## src/omcs_defs.vh

```
// Purpose: constants for the operating mode and clock select block
// Assumes: 8-bit register port, byte offsets below
// Notes: definitions only
`ifndef OMCS_DEFS_VH
`define OMCS_DEFS_VH
`define OMCS_AW 2
`define OMCS_DW 8
`define OMCS_OFS_SCC 2'h0
`define OMCS_OFS_RCC 2'h1
`define OMCS_OFS_XTC 2'h2
`define OMCS_OFS_STAT 2'h3
`define OMCS_CKS_HI 7
`define OMCS_CKS_LO 5
`define OMCS_FHS_BIT 3
`define OMCS_FSS_BIT 2
`define OMCS_FAST_OSC_IDLE_ENABLE_BIT 1
`define OMCS_SLOW_OSC_IDLE_ENABLE_BIT 0
`define OMCS_RCF_HI 3
`define OMCS_RCF_LO 2
`define OMCS_FLAG_BIT 1
`define OMCS_EN_BIT 0
`define OMCS_XTM_BIT 2
`define OMCS_SCC_RST 8'h00
`define OMCS_RCC_RST 8'h01
`define OMCS_XTC_RST 8'h00
`define OMCS_CKS_SLOW 3'h7
`define OMCS_CKS_DIV1 3'h0
`define OMCS_RCF_8M 2'h0
`define OMCS_RCF_ALT8M 2'h3
`define OMCS_DIV_W 6
`define OMCS_STABLE_CYC 16
`define OMCS_NMODE 6
`endif

```

## src/omcs_clk_gate.v

```verilog
// Purpose: glitch-free gate for a sampled clock level
// Assumes: clk_lvl_i is already synchronised to sys_clk_i
// Notes: enable is only taken while the gated level is low
`timescale 1ns/1ps
module omcs_clk_gate
(
	input wire sys_clk_i, // system clock
	input wire nrst_i, // async reset, active low
	input wire clk_lvl_i, // clock level to gate
	input wire en_i, // requested enable
	output wire clk_o // gated clock level
);
	reg en_q;
	reg out_q;
	always @(posedge sys_clk_i or negedge nrst_i)
	begin
		if (!nrst_i)
		begin
			en_q <= 1'b0;
			out_q <= 1'b0;
		end
		else
		begin
			// no runt pulse: switch only in the low phase
			if (!clk_lvl_i)
				en_q <= en_i;
			out_q <= clk_lvl_i & en_q;
		end
	end
	assign clk_o = out_q;
endmodule // omcs_clk_gate

```

## src/omcs_osc_stable.v

```verilog
// Purpose: oscillator stable flag with settle counter
// Assumes: restart_i is a one-cycle pulse
// Notes: flag drops on restart or disable, sets after CYC cycles
`timescale 1ns/1ps
`include "omcs_defs.vh"
module omcs_osc_stable
#(
	parameter CYC = `OMCS_STABLE_CYC
)
(
	input wire sys_clk_i, // system clock
	input wire nrst_i, // async reset, active low
	input wire en_i, // oscillator enabled
	input wire restart_i, // restart settle time
	output wire stable_o // oscillator stable flag
);
	reg [15:0] cnt_q;
	reg flag_q;
	always @(posedge sys_clk_i or negedge nrst_i)
	begin
		if (!nrst_i)
		begin
			cnt_q <= 16'h0000;
			flag_q <= 1'b0;
		end
		else if (!en_i || restart_i)
		begin
			cnt_q <= 16'h0000;
			flag_q <= 1'b0;
		end
		else if (!flag_q)
		begin
			if (cnt_q == CYC[15:0] - 16'h0001)
				flag_q <= 1'b1;
			else
				cnt_q <= cnt_q + 16'h0001;
		end
	end
	assign stable_o = flag_q;
endmodule // omcs_osc_stable

```

## src/omcs_mode_ctrl.v

```verilog
// Purpose: operating mode state and system clock selection
// Assumes: oscillator clocks arrive as pins, sampled on sys_clk_i
// Notes: clocks leave as sampled levels; the fast clock must stay
// well below half of sys_clk_i for the sampled copy to be faithful
`timescale 1ns/1ps
`include "omcs_defs.vh"
module omcs_mode_ctrl
#(
	parameter RC_STABLE_CYC = `OMCS_STABLE_CYC,
	parameter XT_STABLE_CYC = `OMCS_STABLE_CYC
)
(
	input wire sys_clk_i, // 40 MHz system clock
	input wire nrst_i, // async reset, active low
	input wire [`OMCS_AW-1:0] addr_i, // register address
	input wire [`OMCS_DW-1:0] wdata_i, // write data
	input wire wr_i, // write strobe
	input wire rd_i, // read strobe
	output wire [`OMCS_DW-1:0] rdata_o, // read data, cycle after rd_i
	input wire halt_i, // cpu halt strobe, one cycle
	input wire wake_i, // wake-up request
	input wire wdt_en_i, // watchdog enabled
	input wire rc_clk_i, // fast rc oscillator pin clock
	input wire xt_clk_i, // crystal oscillator pin clock
	input wire lrc_clk_i, // slow rc oscillator pin clock
	output wire cpu_run_o, // cpu clock running
	output wire [`OMCS_NMODE-1:0] mode_o, // one-hot mode
	output wire sys_clk_o, // system clock level
	output wire fast_clk_o, // undivided fast clock level
	output wire sub_clk_o, // sub clock level
	output wire lrc_clk_o, // slow rc clock level
	output wire rc_osc_en_o, // fast rc oscillator enable
	output wire xt_osc_en_o, // crystal oscillator enable
	output wire [1:0] rc_freq_o, // effective rc frequency code
	output wire xt_range_o // crystal range select
);
	localparam [5:0] ST_FAST = 6'h01;
	localparam [5:0] ST_SLOW = 6'h02;
	localparam [5:0] ST_SLEEP = 6'h04;
	localparam [5:0] ST_IDLE_SLOW = 6'h08;
	localparam [5:0] ST_IDLE_BOTH = 6'h10;
	localparam [5:0] ST_IDLE_FAST = 6'h20;

	reg [2:0] cks_q;
	reg fhs_q;
	reg fss_q;
	reg fast_osc_idle_enable_q;
	reg slow_osc_idle_enable_q;
	reg [1:0] rcf_q;
	reg rc_en_q;
	reg xtm_q;
	reg xt_en_q;
	reg [1:0] rcf_eff_q;
	reg rc_restart_q;
	reg xt_restart_q;
	reg [5:0] mode_q;
	reg [5:0] mode_d;
	reg [`OMCS_DW-1:0] rdata_q;
	reg [`OMCS_DW-1:0] rdata_d;
	reg [`OMCS_DIV_W-1:0] div_cnt_q;
	reg div_clk_q;
	reg fast_prev_q;
	reg fast_en;
	reg sub_en;
	reg lrc_en;
	wire rc_stable;
	wire xt_stable;
	wire [2:0] pin_raw = {lrc_clk_i, xt_clk_i, rc_clk_i};
	wire [2:0] pin_lvl;
	wire fast_src;
	wire fast_g;
	wire sub_g;
	wire lrc_g;
	wire sys_div_g;
	wire sys_sub_g;
	wire wr_scc = wr_i && (addr_i == `OMCS_OFS_SCC);
	wire wr_rcc = wr_i && (addr_i == `OMCS_OFS_RCC);
	wire wr_xtc = wr_i && (addr_i == `OMCS_OFS_XTC);
	wire run_mode = (mode_q == ST_FAST) || (mode_q == ST_SLOW);

	// three synchroniser flops and a level flop per pin; level moves only when stages two and three agree
	genvar gi;
	generate
		for (gi = 0; gi < 3; gi = gi + 1)
		begin : g_sync
			reg s1_q;
			reg s2_q;
			reg s3_q;
			reg lvl_q;
			always @(posedge sys_clk_i or negedge nrst_i)
			begin
				if (!nrst_i)
				begin
					s1_q <= 1'b0;
					s2_q <= 1'b0;
					s3_q <= 1'b0;
					lvl_q <= 1'b0;
				end
				else
				begin
					s1_q <= pin_raw[gi];
					s2_q <= s1_q;
					s3_q <= s2_q;
					if (s2_q == s3_q)
						lvl_q <= s3_q;
				end
			end
			assign pin_lvl[gi] = lvl_q;
		end
	endgenerate

	always @(posedge sys_clk_i or negedge nrst_i)
	begin
		if (!nrst_i)
		begin
			cks_q <= `OMCS_CKS_DIV1;
			fhs_q <= 1'b0;
			fss_q <= 1'b0;
			fast_osc_idle_enable_q <= 1'b0;
			slow_osc_idle_enable_q <= 1'b0;
			rcf_q <= `OMCS_RCF_8M;
			rc_en_q <= 1'b1;
			xtm_q <= 1'b0;
			xt_en_q <= 1'b0;
			rc_restart_q <= 1'b0;
			xt_restart_q <= 1'b0;
		end
		else
		begin
			rc_restart_q <= 1'b0;
			xt_restart_q <= 1'b0;
			if (wr_scc)
			begin
				cks_q <= wdata_i[`OMCS_CKS_HI:`OMCS_CKS_LO];
				fhs_q <= wdata_i[`OMCS_FHS_BIT];
				fss_q <= wdata_i[`OMCS_FSS_BIT];
				fast_osc_idle_enable_q <= wdata_i[`OMCS_FAST_OSC_IDLE_ENABLE_BIT];
				slow_osc_idle_enable_q <= wdata_i[`OMCS_SLOW_OSC_IDLE_ENABLE_BIT];
			end
			if (wr_rcc)
			begin
				rcf_q <= wdata_i[`OMCS_RCF_HI:`OMCS_RCF_LO];
				rc_en_q <= wdata_i[`OMCS_EN_BIT];
				// enabling or retuning restarts the settle time
				if ((wdata_i[`OMCS_EN_BIT] && !rc_en_q) ||
					(wdata_i[`OMCS_RCF_HI:`OMCS_RCF_LO] != rcf_q))
					rc_restart_q <= 1'b1;
			end
			if (wr_xtc)
			begin
				// range is frozen while the crystal runs
				if (!xt_en_q)
					xtm_q <= wdata_i[`OMCS_XTM_BIT];
				xt_en_q <= wdata_i[`OMCS_EN_BIT];
				if (wdata_i[`OMCS_EN_BIT] && !xt_en_q)
					xt_restart_q <= 1'b1;
			end
		end
	end

	omcs_osc_stable #(
		.CYC(RC_STABLE_CYC)
	) u_rc_stable (
		.sys_clk_i(sys_clk_i),
		.nrst_i(nrst_i),
		.en_i(rc_en_q),
		.restart_i(rc_restart_q),
		.stable_o(rc_stable)
	);

	omcs_osc_stable #(
		.CYC(XT_STABLE_CYC)
	) u_xt_stable (
		.sys_clk_i(sys_clk_i),
		.nrst_i(nrst_i),
		.en_i(xt_en_q),
		.restart_i(xt_restart_q),
		.stable_o(xt_stable)
	);

	// frequency code passes to the oscillator only once settled
	always @(posedge sys_clk_i or negedge nrst_i)
		if (!nrst_i)
			rcf_eff_q <= `OMCS_RCF_8M;
		else if (rc_stable && !rc_restart_q)
			rcf_eff_q <= (rcf_q == `OMCS_RCF_ALT8M) ? `OMCS_RCF_8M : rcf_q;

	always @*
	begin
		mode_d = mode_q;
		case (mode_q)
			ST_FAST, ST_SLOW:
			begin
				if (halt_i)
				begin
					// idle enables taken on the halt strobe itself
					case ({fast_osc_idle_enable_q, slow_osc_idle_enable_q})
						2'b00: mode_d = ST_SLEEP;
						2'b01: mode_d = ST_IDLE_SLOW;
						2'b11: mode_d = ST_IDLE_BOTH;
						default: mode_d = ST_IDLE_FAST;
					endcase
				end
				else if (cks_q == `OMCS_CKS_SLOW)
					mode_d = ST_SLOW;
				else
					mode_d = ST_FAST;
			end
			ST_SLEEP, ST_IDLE_SLOW, ST_IDLE_BOTH, ST_IDLE_FAST:
				if (wake_i)
					mode_d = (cks_q == `OMCS_CKS_SLOW) ? ST_SLOW : ST_FAST;
			default: mode_d = ST_FAST;
		endcase
	end

	always @(posedge sys_clk_i or negedge nrst_i)
		if (!nrst_i)
			mode_q <= ST_FAST;
		else
			mode_q <= mode_d;

	// clock needs per mode
	always @*
	begin
		fast_en = 1'b0;
		sub_en = 1'b0;
		lrc_en = 1'b1;
		case (mode_q)
			ST_FAST, ST_IDLE_BOTH:
			begin
				fast_en = 1'b1;
				sub_en = 1'b1;
			end
			ST_SLOW:
			begin
				fast_en = fhs_q ? xt_en_q : rc_en_q;
				sub_en = 1'b1;
			end
			ST_SLEEP: lrc_en = wdt_en_i;
			ST_IDLE_SLOW: sub_en = 1'b1;
			ST_IDLE_FAST: fast_en = 1'b1;
			default: fast_en = 1'b0;
		endcase
	end

	// fast source select: 1 crystal, 0 fast rc
	assign fast_src = fhs_q ? pin_lvl[1] : pin_lvl[0];

	omcs_clk_gate u_fast_gate (
		.sys_clk_i(sys_clk_i),
		.nrst_i(nrst_i),
		.clk_lvl_i(fast_src),
		.en_i(fast_en),
		.clk_o(fast_g)
	);

	// sub clock always from the slow rc; select bit kept for software only
	omcs_clk_gate u_sub_gate (
		.sys_clk_i(sys_clk_i),
		.nrst_i(nrst_i),
		.clk_lvl_i(pin_lvl[2]),
		.en_i(sub_en),
		.clk_o(sub_g)
	);

	omcs_clk_gate u_lrc_gate (
		.sys_clk_i(sys_clk_i),
		.nrst_i(nrst_i),
		.clk_lvl_i(pin_lvl[2]),
		.en_i(lrc_en),
		.clk_o(lrc_g)
	);

	// ripple of powers of two; bit k gives divide by 2^(k+1)
	always @(posedge sys_clk_i or negedge nrst_i)
	begin
		if (!nrst_i)
		begin
			fast_prev_q <= 1'b0;
			div_cnt_q <= {`OMCS_DIV_W{1'b0}};
			div_clk_q <= 1'b0;
		end
		else
		begin
			fast_prev_q <= fast_g;
			if (fast_g && !fast_prev_q)
				div_cnt_q <= div_cnt_q + {{(`OMCS_DIV_W-1){1'b0}}, 1'b1};
			if (cks_q == `OMCS_CKS_DIV1)
				div_clk_q <= fast_g;
			else if (cks_q != `OMCS_CKS_SLOW)
				div_clk_q <= div_cnt_q[cks_q - 3'h1];
			else
				div_clk_q <= 1'b0;
		end
	end

	// cpu clock: divided fast in fast mode, sub clock in slow mode
	omcs_clk_gate u_sys_div_gate (
		.sys_clk_i(sys_clk_i),
		.nrst_i(nrst_i),
		.clk_lvl_i(div_clk_q),
		.en_i(mode_q == ST_FAST),
		.clk_o(sys_div_g)
	);

	omcs_clk_gate u_sys_sub_gate (
		.sys_clk_i(sys_clk_i),
		.nrst_i(nrst_i),
		.clk_lvl_i(sub_g),
		.en_i(mode_q == ST_SLOW),
		.clk_o(sys_sub_g)
	);

	assign sys_clk_o = sys_div_g | sys_sub_g;
	assign fast_clk_o = fast_g;
	assign sub_clk_o = sub_g;
	assign lrc_clk_o = lrc_g;
	assign cpu_run_o = run_mode;
	assign mode_o = mode_q;
	// oscillators only run while some clock consumer needs them
	assign rc_osc_en_o = rc_en_q && fast_en && !fhs_q;
	assign xt_osc_en_o = xt_en_q && fast_en && fhs_q;
	assign rc_freq_o = rcf_eff_q;
	assign xt_range_o = xtm_q;

	always @*
	begin
		rdata_d = {`OMCS_DW{1'b0}};
		case (addr_i)
			`OMCS_OFS_SCC: rdata_d = {cks_q, 1'b0, fhs_q, fss_q, fast_osc_idle_enable_q, slow_osc_idle_enable_q};
			`OMCS_OFS_RCC: rdata_d = {4'h0, rcf_q, rc_stable, rc_en_q};
			`OMCS_OFS_XTC: rdata_d = {5'h00, xtm_q, xt_stable, xt_en_q};
			`OMCS_OFS_STAT: rdata_d = {2'h0, mode_q};
			default: rdata_d = {`OMCS_DW{1'b0}};
		endcase
	end

	always @(posedge sys_clk_i or negedge nrst_i)
	begin
		if (!nrst_i)
			rdata_q <= {`OMCS_DW{1'b0}};
		else
			rdata_q <= rd_i ? rdata_d : {`OMCS_DW{1'b0}};
	end
	assign rdata_o = rdata_q;
endmodule // omcs_mode_ctrl

```

## config.mk

```make
export PLATFORM = sky130hd
export DESIGN_NAME = omcs_mode_ctrl
export DESIGN_NICKNAME = d
export VERILOG_FILES = /design/src/omcs_clk_gate.v /design/src/omcs_osc_stable.v /design/src/omcs_mode_ctrl.v
export VERILOG_INCLUDE_DIRS = /design/src
export SDC_FILE = /design/constraint.sdc
export NUM_CORES = 1
export LEC_CHECK = 0
export BUFFER_PORTS_ARGS = -buffer_cell sky130_fd_sc_hd__buf_4
export CAP_MARGIN = 20
export CORE_MARGIN = 2
export CORE_UTILIZATION = 59
export CTS_CLUSTER_SIZE = 24
export DETAILED_ROUTE_END_ITERATION = 10
export PLACE_DENSITY = 0.8
export SLEW_MARGIN = 30
export SYNTH_ARGS = -nofsm -noshare
export SYNTH_HDL_FRONTEND = slang
export SYNTH_HIERARCHICAL = 1
export SYNTH_SLANG_ARGS = --single-unit
```

## constraint.sdc

```tcl
create_clock -name sys_clk_i -period 2.64 [get_ports sys_clk_i]
set_input_delay 0.396 -clock sys_clk_i [delete_from_list [all_inputs] [get_ports sys_clk_i]]
set_output_delay 0.396 -clock sys_clk_i [all_outputs]
set_load 0.05 [all_outputs]
```

==> results of run 1 <==
-- worst max-delay path, stage by stage (launching register included) --
cell,delay [ns]
dfrtp_1,0.54
or4_4,0.60
nor2_1,0.31
buf_4,0.27
-- power breakdown --
| group | switching (mW) | leakage (nW) | total (mW) | internal, mW |
|---|---|---|---|---|
| sequential | 0.216 | 1.22 | 1.85 | 1.64 |
| clock | 0.490 | 0.109 | 1.05 | 0.564 |
| combinational | 0.659 | 0.961 | 1.14 | 0.479 |
-- logic make-up (layout without fill, tap and decap cells) --
kind of cell / Yosys count / after routing / synth area share, %
AND/OR/NAND/NOR: 181 / 181 / 23.9
flip-flops: 94 / 94 / 52.7
AO/OA/AOI/OAI: 51 / 51 / 6.83
XOR/XNOR: 25 / 25 / 4.90
multiplexers: 24 / 24 / 7.36
buffers and inverters: 22 / 71 / 1.96
adder cells (fa/ha/maj): 9 / 9 / 2.35
-- placed cells by master (no fill, tap or decap), drive strengths merged, types with 6 or more instances in the layout --
cell     n
dfrtp   92
buf     45
nor2    36
nand2   26
o21ai   20
nand3   16
mux2    16
xnor2   14
a21oi   14
nand4   12
xor2    11
or3     11
inv     11
and2    11
clkbuf  10
nor3     9
nor2b    9
or4      8
nand2b   7
ha       6
nor4     6
-- registers in the layout (all words and copies together) (netlist names), 2 cells and up --
signal	flops
u_rc_stable/cnt_q	16
u_xt_stable/cnt_q	16
rdata_o	8
div_cnt_q	6
mode_o	6
cks_q	3
g_sync.lvl_q	3
g_sync.s1_q	3
g_sync.s2_q	3
g_sync.s3_q	3
rc_freq_o	2
rcf_q	2
-- metrics by stage --
step / util [%] / setup TNS [ns] / hold slack, ns / worst slack, ns
floorplan: - / -0.0940 / 0.100 / -0.0470
global placement: 67.3 / 0 / 0.335 / 0.622
finish: 70.4 / 0 / 0.0492 / 0.191
detailed placement: 67.3 / 0 / 0.342 / 0.584
CTS: 70.4 / 0 / 0.0499 / 0.188
global route: 70.4 / 0 / 0.0811 / 0.0889
-- routing by layer --
layer	part of all wire, %	GRT usage (%)
met1	44	31.1
met2	51	37.7
met5	0	0
met4	1.5	7.83
met3	4.3	6.22
-- worst paths after layout --
kind                                     startpoint                             end  slack [ns]  depth (start not counted)
max                           mode_o[2]$_DFFE_PN0P_                       cpu_run_o        0.19                          3
min                                          nrst_i  u_sys_div_gate/clk_o$_DFF_PN0_        0.05                          1
max reg2reg                    cks_q[0]$_DFFE_PN0P_             div_clk_q$_DFF_PN0_        0.58                          6
min reg2reg                g_sync[0].s1_q$_DFF_PN0_        g_sync[0].s2_q$_DFF_PN0_        0.36                          0
max in group asynchronous                    nrst_i             rc_en_q$_DFFE_PN1P_        1.89                          2
min in group sys_clk_i                     xt_clk_i        g_sync[1].s1_q$_DFF_PN0_        0.14                          1
-- final cells by class --
| type | count | area [um^2] | share of cell area (%) |
|---|---|---|---|
| tap | 99 | 124 | 2.41 |
| clock buffer | 10 | 138 | 2.68 |
| sequential | 94 | 2350 | 45.8 |
| clock inverter | 6 | 92.6 | 1.80 |
| timing repair buffer | 45 | 350 | 6.82 |
| inverter | 10 | 37.5 | 0.731 |
| multi-input combinational | 290 | 2040 | 39.7 |
==> key figures, run 1 <==
Status
  • Run status: finished, final reports clean

Clock network
  • Total CTS buffers: 9
  • # H-tree levels: 3
  • CTS resizes: 0
  • Worst-skew pair later-pin latency: 0.36 ns
  • # clock sinks: 94
  • Post-CTS setup buffer count: 0
  • Clock root buffer: clkbuf_8
  • CTS tree: built
  • Clock-pin slew on the worst setup and hold paths: 0.08 ns
  • Cts hold-fix bufs: 0
  • Max Buffers Root-to-Sink: 2

Synth
  • Flip-flop and latch count after synthesis: 94
  • Top cells by area, synth: dfrtp_1, nor2_1, mux2_2, xnor2_1, nand2_1
  • Yosys cell types: 53
  • Avg Inst Size Synth: 11.0 um^2
  • Post-synth top cells: dfrtp_1, nor2_1, nand2_1
  • YS warnings: 6
  • Post-synth top area share: 51.5%
  • Synth Net Count: 432
  • Most common cell in the netlist: dfrtp_1
  • Cells after Synth: 406
  • Post-synth EDFFs: 0
  • Seq/Total Area, Yosys: 52.7%
  • Ys async rst share: 100%
  • Synth area leader: dfrtp_1
  • Synth Flop Type: dfrtp_1
  • Cell Area, Synth: 4470 um^2

Pwr
  • Leak pwr: 2.29 nW
  • Worst ir drop on vdd: 0.549 mV
  • P per Cell Area: 788 nW/um^2
  • Total power: 4.05 mW

STA
  • Worst-Margin Slew: 0.610 ns
  • Tcrit/Tclk final: 92.8%
  • Final setup fails: 0
  • Skew final: 0.0140 ns
  • Fin crit period: 2.45 ns
  • F_max: 408 MHz
  • RSZ-0062 raised after global routing: false
  • Slew Limit Fails: 0
  • Slew margin rel.: 59.4%
  • Final hold viol count: 0

Floorplan
  • CORE AREA: 7290 um^2
  • Die height: 91.0 um
  • Core Rows: 31
  • IO Count: 44
  • Die boundary width: 91.0 um
  • Initial core utilization: 61.3%
  • Die area: 8290 um^2

Global route
  • GRT overflow: 0
  • Initial antenna violation count: 0
  • First-pass GRT wire length: 15,600 um
  • Number of global-route vias before repair: 3,200
  • Largest net degree at the start of global routing: 49
  • Total Routing Usage GR: 23.4%

Detailed routing
  • Final wirelength: 8930 um
  • Wire per inst: 16.1 um
  • Vias/cell: 5.84
  • Initial DRC Count: 100
  • Residual DRC: 0
  • Post-DRT Antenna Nets: 0
  • Routed vias: 3,237
  • Drt pass-1 iters: 4

Place
  • IO buf count: 42
  • Dpl cell area: 4910 um^2
  • Placed insts: 538
  • HPWL Detailed: 6370 um
  • Final Wtd Congestion: 0.855

Final layout
  • Final nets: 476
  • Area delta synth->final: 14.9%
  • Fill count: 566
  • Non-Filler Instances: 554
  • Layout cells sized above 1: 23.3%
  • Antenna cell count: 0
  • Design Area, Final: 5140 um^2

Setup path
  • Kind of critical path: register to output pin
  • Worst Path Arrival: 2.05 ns
  • Critical Path RT: 2.24 ns
  • Critical path capture point type: output pin
  • CP Max Fanout: 12
  • Type of origin of the critical path: register

Job
  • Max-cap violations: 0

Hold path
  • Hold Path Class: primary input to asynchronous set/reset pin
No activity file was read; power rests on OpenSTA's default activity.
==> run 2: changes to the inputs <==
PLACE_DENSITY = not set   (was 0.8)
PLACE_DENSITY_LB_ADDON = 0.25   (was not set)
SYNTH_HIERARCHICAL = not set   (was 1)
==> run 2 against run 1 <==
  * Die area down 2.7%
  * Setup slack better by 0.020 ns
  * Synthesized cell count down 1.7%
  * Clock power down 7%
==> key figures, run 2 <==
Detailed routing
  • Initial DRC Count: 109 (was 100)
  • Uppermost layer routed: met4 (unchanged)
  • Residual DRC: 0 (unchanged)
  • Met3 WL: 500 um (was 388 um)
  • Post-DRT Antenna Nets: 0 (unchanged)
  • Final wirelength: 8550 um (was 8930 um)
  • Met2 Routed Length: 3950 um (was 4510 um)
  • Drt pass-1 iters: 5 (was 4)
  • Vias/cell: 5.99 (was 5.84)
  • WL met1: 3910 um (was 3900 um)
  • Wire per inst: 15.7 um (was 16.1 um)
  • Routed vias: 3,251 (was 3,237)

Setup path
  • Reg2reg setup slack: 0.64 ns (was 0.58 ns)
  • Worst Path Arrival: 2.03 ns (was 2.05 ns)
  • Critical Path RT: 2.24 ns (about the same)
  • Type of origin of the critical path: register (unchanged)
  • Critical path capture point type: output pin (unchanged)
  • Reg2Reg Depth: 4 (was 6)
  • CP Max Fanout: 12 (unchanged)
  • Kind of critical path: register to output pin (unchanged)

Status
  • Run status: finished, final reports clean (unchanged)

Floorplan
  • CORE AREA: 7180 um^2 (was 7290 um^2)
  • IO Count: 44 (unchanged)
  • Die area: 8060 um^2 (was 8290 um^2)
  • Core Rows: 31 (unchanged)
  • Initial core utilization: 60.5% (was 61.3%)
  • Die height: 89.8 um (was 91.0 um)
  • Die boundary width: 89.8 um (was 91.0 um)

Synth
  • Cells after Synth: 399 (was 406)
  • Seq/Total Area, Yosys: 54.2% (was 52.7%)
  • Most common cell in the netlist: dfrtp_1 (unchanged)
  • Ys async rst share: 100% (unchanged)
  • Post-synth top cells: dfrtp_1, nand2_1, o21ai_0 (was dfrtp_1, nor2_1, nand2_1)
  • Post-synth top area share: 53.0% (was 51.5%)
  • Synth area leader: dfrtp_1 (unchanged)
  • Yosys cell types: 52 (was 53)
  • Cell Area, Synth: 4340 um^2 (was 4470 um^2)
  • Synth Net Count: 425 (was 432)
  • Top cells by area, synth: dfrtp_1, o21ai_0, xnor2_1, mux2_2, nand2_1 (was dfrtp_1, nor2_1, mux2_2, xnor2_1, nand2_1)
  • Flip-flop and latch count after synthesis: 94 (unchanged)
  • Post-synth EDFFs: 0 (unchanged)
  • Avg Inst Size Synth: 10.9 um^2 (was 11.0 um^2)
  • Synth Flop Type: dfrtp_1 (unchanged)
  • YS warnings: 0 (was 6)

Global route
  • Number of global-route vias before repair: 3,085 (was 3,200)
  • Initial antenna violation count: 0 (unchanged)
  • GRT overflow: 0 (unchanged)
  • First-pass GRT wire length: 14,600 um (was 15,600 um)
  • Total Routing Usage GR: 22.6% (was 23.4%)
  • Largest net degree at the start of global routing: 51 (was 49)

STA
  • Final hold viol count: 0 (unchanged)
  • Final setup fails: 0 (unchanged)
  • RSZ-0062 raised after global routing: false (unchanged)
  • Final setup TNS: 0 ns (unchanged)
  • Worst-Margin Slew: 0.641 ns (was 0.610 ns)
  • F_max: 412 MHz (was 408 MHz)
  • Slew margin rel.: 57.3% (was 59.4%)
  • Fin crit period: 2.43 ns (was 2.45 ns)
  • Tcrit/Tclk final: 92.0% (was 92.8%)
  • Slew Limit Fails: 0 (unchanged)
  • Skew final: 0.0119 ns (was 0.0140 ns)

Pwr
  • Clock share of power: 25.7% (was 26.0%)
  • Leak pwr: 2.17 nW (was 2.29 nW)
  • Worst ir drop on vdd: 0.541 mV (was 0.549 mV)
  • Switching power share of the total: 35.2% (was 33.7%)
  • Pint: 2.47 mW (was 2.68 mW)
  • Logic gate share of total power: 25.9% (was 28.1%)
  • Sw Pwr: 1.34 mW (was 1.36 mW)
  • P per Cell Area: 767 nW/um^2 (was 788 nW/um^2)
  • Register share of total power: 48.4% (was 45.8%)

Clock network
  • Max Buffers Root-to-Sink: 2 (unchanged)
  • CTS resizes: 0 (unchanged)
  • # H-tree levels: 3 (unchanged)
  • CTS tree: built (unchanged)
  • Clock-pin slew on the worst setup and hold paths: 0.10 ns (was 0.08 ns)
  • # clock sinks: 94 (unchanged)
  • Clock root buffer: clkbuf_8 (unchanged)
  • Post-CTS setup buffer count: 0 (unchanged)
  • Total CTS buffers: 9 (unchanged)
  • Cts hold-fix bufs: 0 (unchanged)
  • Worst-skew pair later-pin latency: 0.37 ns (was 0.36 ns)

Final layout
  • Register Area: 2350 um^2 (unchanged)
  • Final nets: 465 (was 476)
  • Design Area, Final: 4950 um^2 (was 5140 um^2)
  • Commonest non-fill, non-tap cell in the layout: dfrtp_1 (unchanged)
  • Antenna cell count: 0 (unchanged)
  • Area delta synth->final: 14.1% (was 14.9%)
  • Layout cells sized above 1: 19.6% (was 23.3%)
  • Multi-input logic area: 1890 um^2 (was 2040 um^2)
  • Fill count: 555 (was 566)
  • Most frequent cells in the layout: dfrtp_1, buf_4, nand2_1, o21ai_0, nor2_1 (was dfrtp_1, buf_4, nor2_1)

Job
  • Max-cap violations: 0 (unchanged)

Place
  • Final Wtd Congestion: 0.819 (was 0.855)
  • HPWL Detailed: 5840 um (was 6370 um)
  • IO buf count: 42 (unchanged)
  • Dpl cell area: 4750 um^2 (was 4910 um^2)

Hold path
  • Hold Path Class: primary input to asynchronous set/reset pin (unchanged)
run 2: final cells by class:
| class | count | area share, % |
|---|---|---|
| Clock buffer | 9 | 2.50 |
| Sequential cell | 94 | 47.5 |
| Multi-Input combinational cell | 279 | 38.2 |
| Tap cell | 99 | 2.50 |
| Timing Repair Buffer | 43 | 6.77 |
| Inverter | 12 | 0.909 |
| Clock inverter | 7 | 1.62 |
run 2: cell families after synthesis:
family	Yosys count	share of synthesized area, %
simple gates	160	21.1
flops	94	54.2
compound gates	69	9.68
buf+inv	26	2.25
xor+xnor	21	4.23
mux	20	6.11
fa+ha+maj	9	2.42
run 2: critical path: stages (launching register included):
cell	delay [ns]
dfrtp_1	0.52
or4_1	0.63
a21oi_2	0.26
buf_4	0.25
run 2: path summary, 6_finish.rpt:
| path | from | to |
|---|---|---|
| worst max register to register | u_xt_stable.stable_o$_DFF_PN0_ | u_xt_stable.cnt_q[15]$_DFFE_PN0P_ |
| min in group sys_clk_i | lrc_clk_i | g_sync[2].s1_q$_DFF_PN0_ |
| worst min-delay path | nrst_i | u_rc_stable.cnt_q[4]$_DFFE_PN0P_ |
| max in group asynchronous | nrst_i | mode_o[0]$_DFFE_PN1P_ |
| worst min register to register | g_sync[0].s1_q$_DFF_PN0_ | g_sync[0].s2_q$_DFF_PN0_ |
| worst max-delay path | mode_o[3]$_DFFE_PN0P_ | cpu_run_o |
run 2: layer usage:
metal / up-vias / GRT usage [%]
met3: 20 / 6.37
met1: 1593 / 32.0
li1: 1525 / -
met2: 113 / 33.6
met5: - / 0
met4: 0 / 8.85
run 2: power by group through the flow:
stage	sequential, mW	clock, mW	combinational [mW]
CTS	1.83	0.993	0.989
detailed placement	1.86	0	0.983
floorplan	1.94	0	0.593
global route	1.87	1.06	1.07
global placement	1.85	0	0.962
finish	1.84	0.978	0.983
run 2: through the flow:
stage	total power, mW	setup WS [ns]	hold WS, ns	cells	utilization (%)
floorplan	2.53	0.256	0.100	399	-
global placement	2.81	0.651	0.335	527	66.2
detailed placement	2.84	0.637	0.341	527	66.2
CTS	3.82	0.223	0.0632	543	69.0
global route	4.00	0.111	0.0875	543	69.0
finish	3.80	0.211	0.0501	543	69.0
==> run 3: changes to the inputs <==
RECOVER_POWER = 25   (was not set)
==> run 3 against run 2 <==
  * Wire length about the same
  * Sequential power about the same
  * Die area is the same
  * Combinational power barely moved
  * Critical path type unchanged
  * Largest cell class unchanged
==> key figures, run 3 (synthesized netlist as in run 2, its figures left out) <==
STA
  • Skew final: 0.0119 ns (about the same)
  • Final setup TNS: 0 ns (unchanged)
  • Fin crit period: 2.43 ns (about the same)
  • Slew Limit Fails: 0 (unchanged)
  • Worst-Margin Slew: 1.27 ns (was 0.641 ns)
  • F_max: 411 MHz (was 412 MHz)
  • Tcrit/Tclk final: 92.2% (was 92.0%)
  • Final hold viol count: 0 (unchanged)
  • Slew margin rel.: 15.3% (was 57.3%)
  • RSZ-0062 raised after global routing: false (unchanged)
  • Final setup fails: 0 (unchanged)

Global route
  • GRT overflow: 0 (unchanged)
  • Number of global-route vias before repair: 3,085 (unchanged)
  • Largest net degree at the start of global routing: 51 (unchanged)
  • Total Routing Usage GR: 22.6% (unchanged)
  • Initial antenna violation count: 0 (unchanged)
  • First-pass GRT wire length: 14,600 um (unchanged)

Setup path
  • Reg-to-Reg End: u_xt_stable.cnt_q[15]$_DFFE_PN0P_ (unchanged)
  • Critical Path Max Stage Delay: 0.64 ns (was 0.63 ns)
  • CP endpoint: cpu_run_o (unchanged)
  • Kind of critical path: register to output pin (unchanged)
  • Worst Path Arrival: 2.04 ns (was 2.03 ns)
  • CP Max Fanout: 12 (unchanged)
  • Slowest stage cell, crit path: or4_1 (unchanged)
  • Crit Reg-Reg Startpoint: u_xt_stable.stable_o$_DFF_PN0_ (unchanged)
  • Reg2reg setup slack: 0.65 ns (was 0.64 ns)
  • Crit-path cells: or4_1 -> a21oi_2 -> buf_4 (unchanged)
  • Critical path capture point type: output pin (unchanged)
  • Type of origin of the critical path: register (unchanged)
  • Critical Path RT: 2.24 ns (about the same)
  • Crit path launch: mode_o[3]$_DFFE_PN0P_ (unchanged)
  • Reg2Reg Depth: 4 (unchanged)

Detailed routing
  • Vias/cell: 5.97 (was 5.99)
  • Initial DRC Count: 109 (unchanged)
  • Wire per inst: 15.7 um (about the same)
  • Drt pass-1 iters: 6 (was 5)
  • Final wirelength: 8540 um (was 8550 um)
  • Routed vias: 3,244 (was 3,251)
  • Met3 WL: 517 um (was 500 um)
  • Residual DRC: 0 (unchanged)
  • Uppermost layer routed: met4 (unchanged)
  • Met2 Routed Length: 3970 um (was 3950 um)
  • Post-DRT Antenna Nets: 0 (unchanged)
  • WL met1: 3880 um (was 3910 um)

Clock network
  • Post-CTS setup buffer count: 0 (unchanged)
  • Worst-skew pair later-pin latency: 0.37 ns (about the same)
  • Cts hold-fix bufs: 0 (unchanged)
  • # clock sinks: 94 (unchanged)
  • # H-tree levels: 3 (unchanged)
  • Total CTS buffers: 9 (unchanged)
  • Max Buffers Root-to-Sink: 2 (unchanged)
  • CTS tree: built (unchanged)
  • CTS resizes: 0 (unchanged)
  • Clock root buffer: clkbuf_8 (unchanged)
  • Clock-pin slew on the worst setup and hold paths: 0.09 ns (was 0.10 ns)

Floorplan
  • IO Count: 44 (unchanged)
  • Die height: 89.8 um (unchanged)
  • CORE AREA: 7180 um^2 (unchanged)
  • Die area: 8060 um^2 (unchanged)
  • Core Rows: 31 (unchanged)
  • Die boundary width: 89.8 um (unchanged)
  • Initial core utilization: 60.5% (unchanged)

Status
  • Run status: finished, final reports clean (unchanged)

Pwr
  • Leak pwr: 2.16 nW (was 2.17 nW)
  • Worst ir drop on vdd: 0.541 mV (about the same)
  • P per Cell Area: 767 nW/um^2 (about the same)
  • Sw Pwr: 1.34 mW (about the same)
  • Logic gate share of total power: 25.8% (was 25.9%)
  • Switching power share of the total: 35.1% (was 35.2%)
  • Total power: 3.80 mW (about the same)
  • Register share of total power: 48.5% (was 48.4%)
  • Pint: 2.46 mW (was 2.47 mW)
  • Clock share of power: 25.7% (about the same)

Final layout
  • Design Area, Final: 4950 um^2 (about the same)
  • Most frequent cells in the layout: dfrtp_1, buf_4, nand2_1, o21ai_0, nor2_1 (unchanged)
  • Area delta synth->final: 14.0% (was 14.1%)
  • Layout cells sized above 1: 19.6% (unchanged)
  • Layout Utilization: 69.0% (about the same)
  • Commonest non-fill, non-tap cell in the layout: dfrtp_1 (unchanged)
  • Final nets: 465 (unchanged)
  • Antenna cell count: 0 (unchanged)

Place
  • Dpl cell area: 4750 um^2 (unchanged)
  • HPWL Detailed: 5840 um (unchanged)
  • IO buf count: 42 (unchanged)
  • Final Wtd Congestion: 0.819 (unchanged)

Hold path
  • Hold Path Class: primary input to register (was primary input to asynchronous set/reset pin)

Job
  • Max-cap violations: 0 (unchanged)
==> run 3: through the flow <==
step / worst slack, ns / instances / hold slack [ns]
3_5_place_dp: 0.637 / 527 / 0.341
3_3_place_gp: 0.651 / 527 / 0.335
5_1_grt: 0.111 / 543 / 0.117
6_report: 0.206 / 543 / 0.145
2_1_floorplan: 0.256 / 399 / 0.100
4_1_cts: 0.223 / 543 / 0.0632
==> run 3: worst min path at each step <==
stage | from | endpoint | slack, ns | depth (start not counted)
2_1_floorplan | nrst_i | cks_q[0]$_DFFE_PN0P_ | 0.10 | 0
3_3_place_gp | g_sync[0].s1_q$_DFF_PN0_ | g_sync[0].s2_q$_DFF_PN0_ | 0.34 | 0
3_5_place_dp | g_sync[2].s1_q$_DFF_PN0_ | g_sync[2].s2_q$_DFF_PN0_ | 0.34 | 0
4_1_cts | nrst_i | u_rc_stable.cnt_q[15]$_DFFE_PN0P_ | 0.06 | 1
5_1_grt | lrc_clk_i | g_sync[2].s1_q$_DFF_PN0_ | 0.12 | 1
6_report | rc_clk_i | g_sync[0].s1_q$_DFF_PN0_ | 0.15 | 1
==> run 3: area by class of cell <==
| type | instances | area, um^2 |
|---|---|---|
| flip-flops and latches | 94 | 2350 |
| fillers | 556 | 2220 |
| multi-input cells | 279 | 1890 |
| repair buffers | 43 | 333 |
| clock buffers | 9 | 124 |
| well taps | 99 | 124 |
| clock inverters | 7 | 80.1 |
| inverters | 12 | 45.0 |
==> run 3: routing by layer <==
layer  vias up  global-route usage, %
met2       117                   33.6
met4         0                   8.85
met1      1582                   32.0
met3        18                   6.37
met5         -                      0
li1       1527                      -
==> run 3: worst max-delay path, delay by kind of cell, from the launching register on <==
kind                   cells  cell delay [ns]
and+or+nand+nor            1             0.64
DFF                        1             0.52
AOI/OAI and AO/OA          1             0.26
buffers and inverters      1             0.25
==> run 3: power by group through the flow <==
| stage | sequential (mW) | clock, mW | combinational (mW) |
|---|---|---|---|
| 2_1_floorplan | 1.94 | 0 | 0.593 |
| 3_3_place_gp | 1.85 | 0 | 0.962 |
| 3_5_place_dp | 1.86 | 0 | 0.983 |
| 4_1_cts | 1.83 | 0.993 | 0.989 |
| 5_1_grt | 1.87 | 1.06 | 1.07 |
| 6_report | 1.84 | 0.978 | 0.981 |
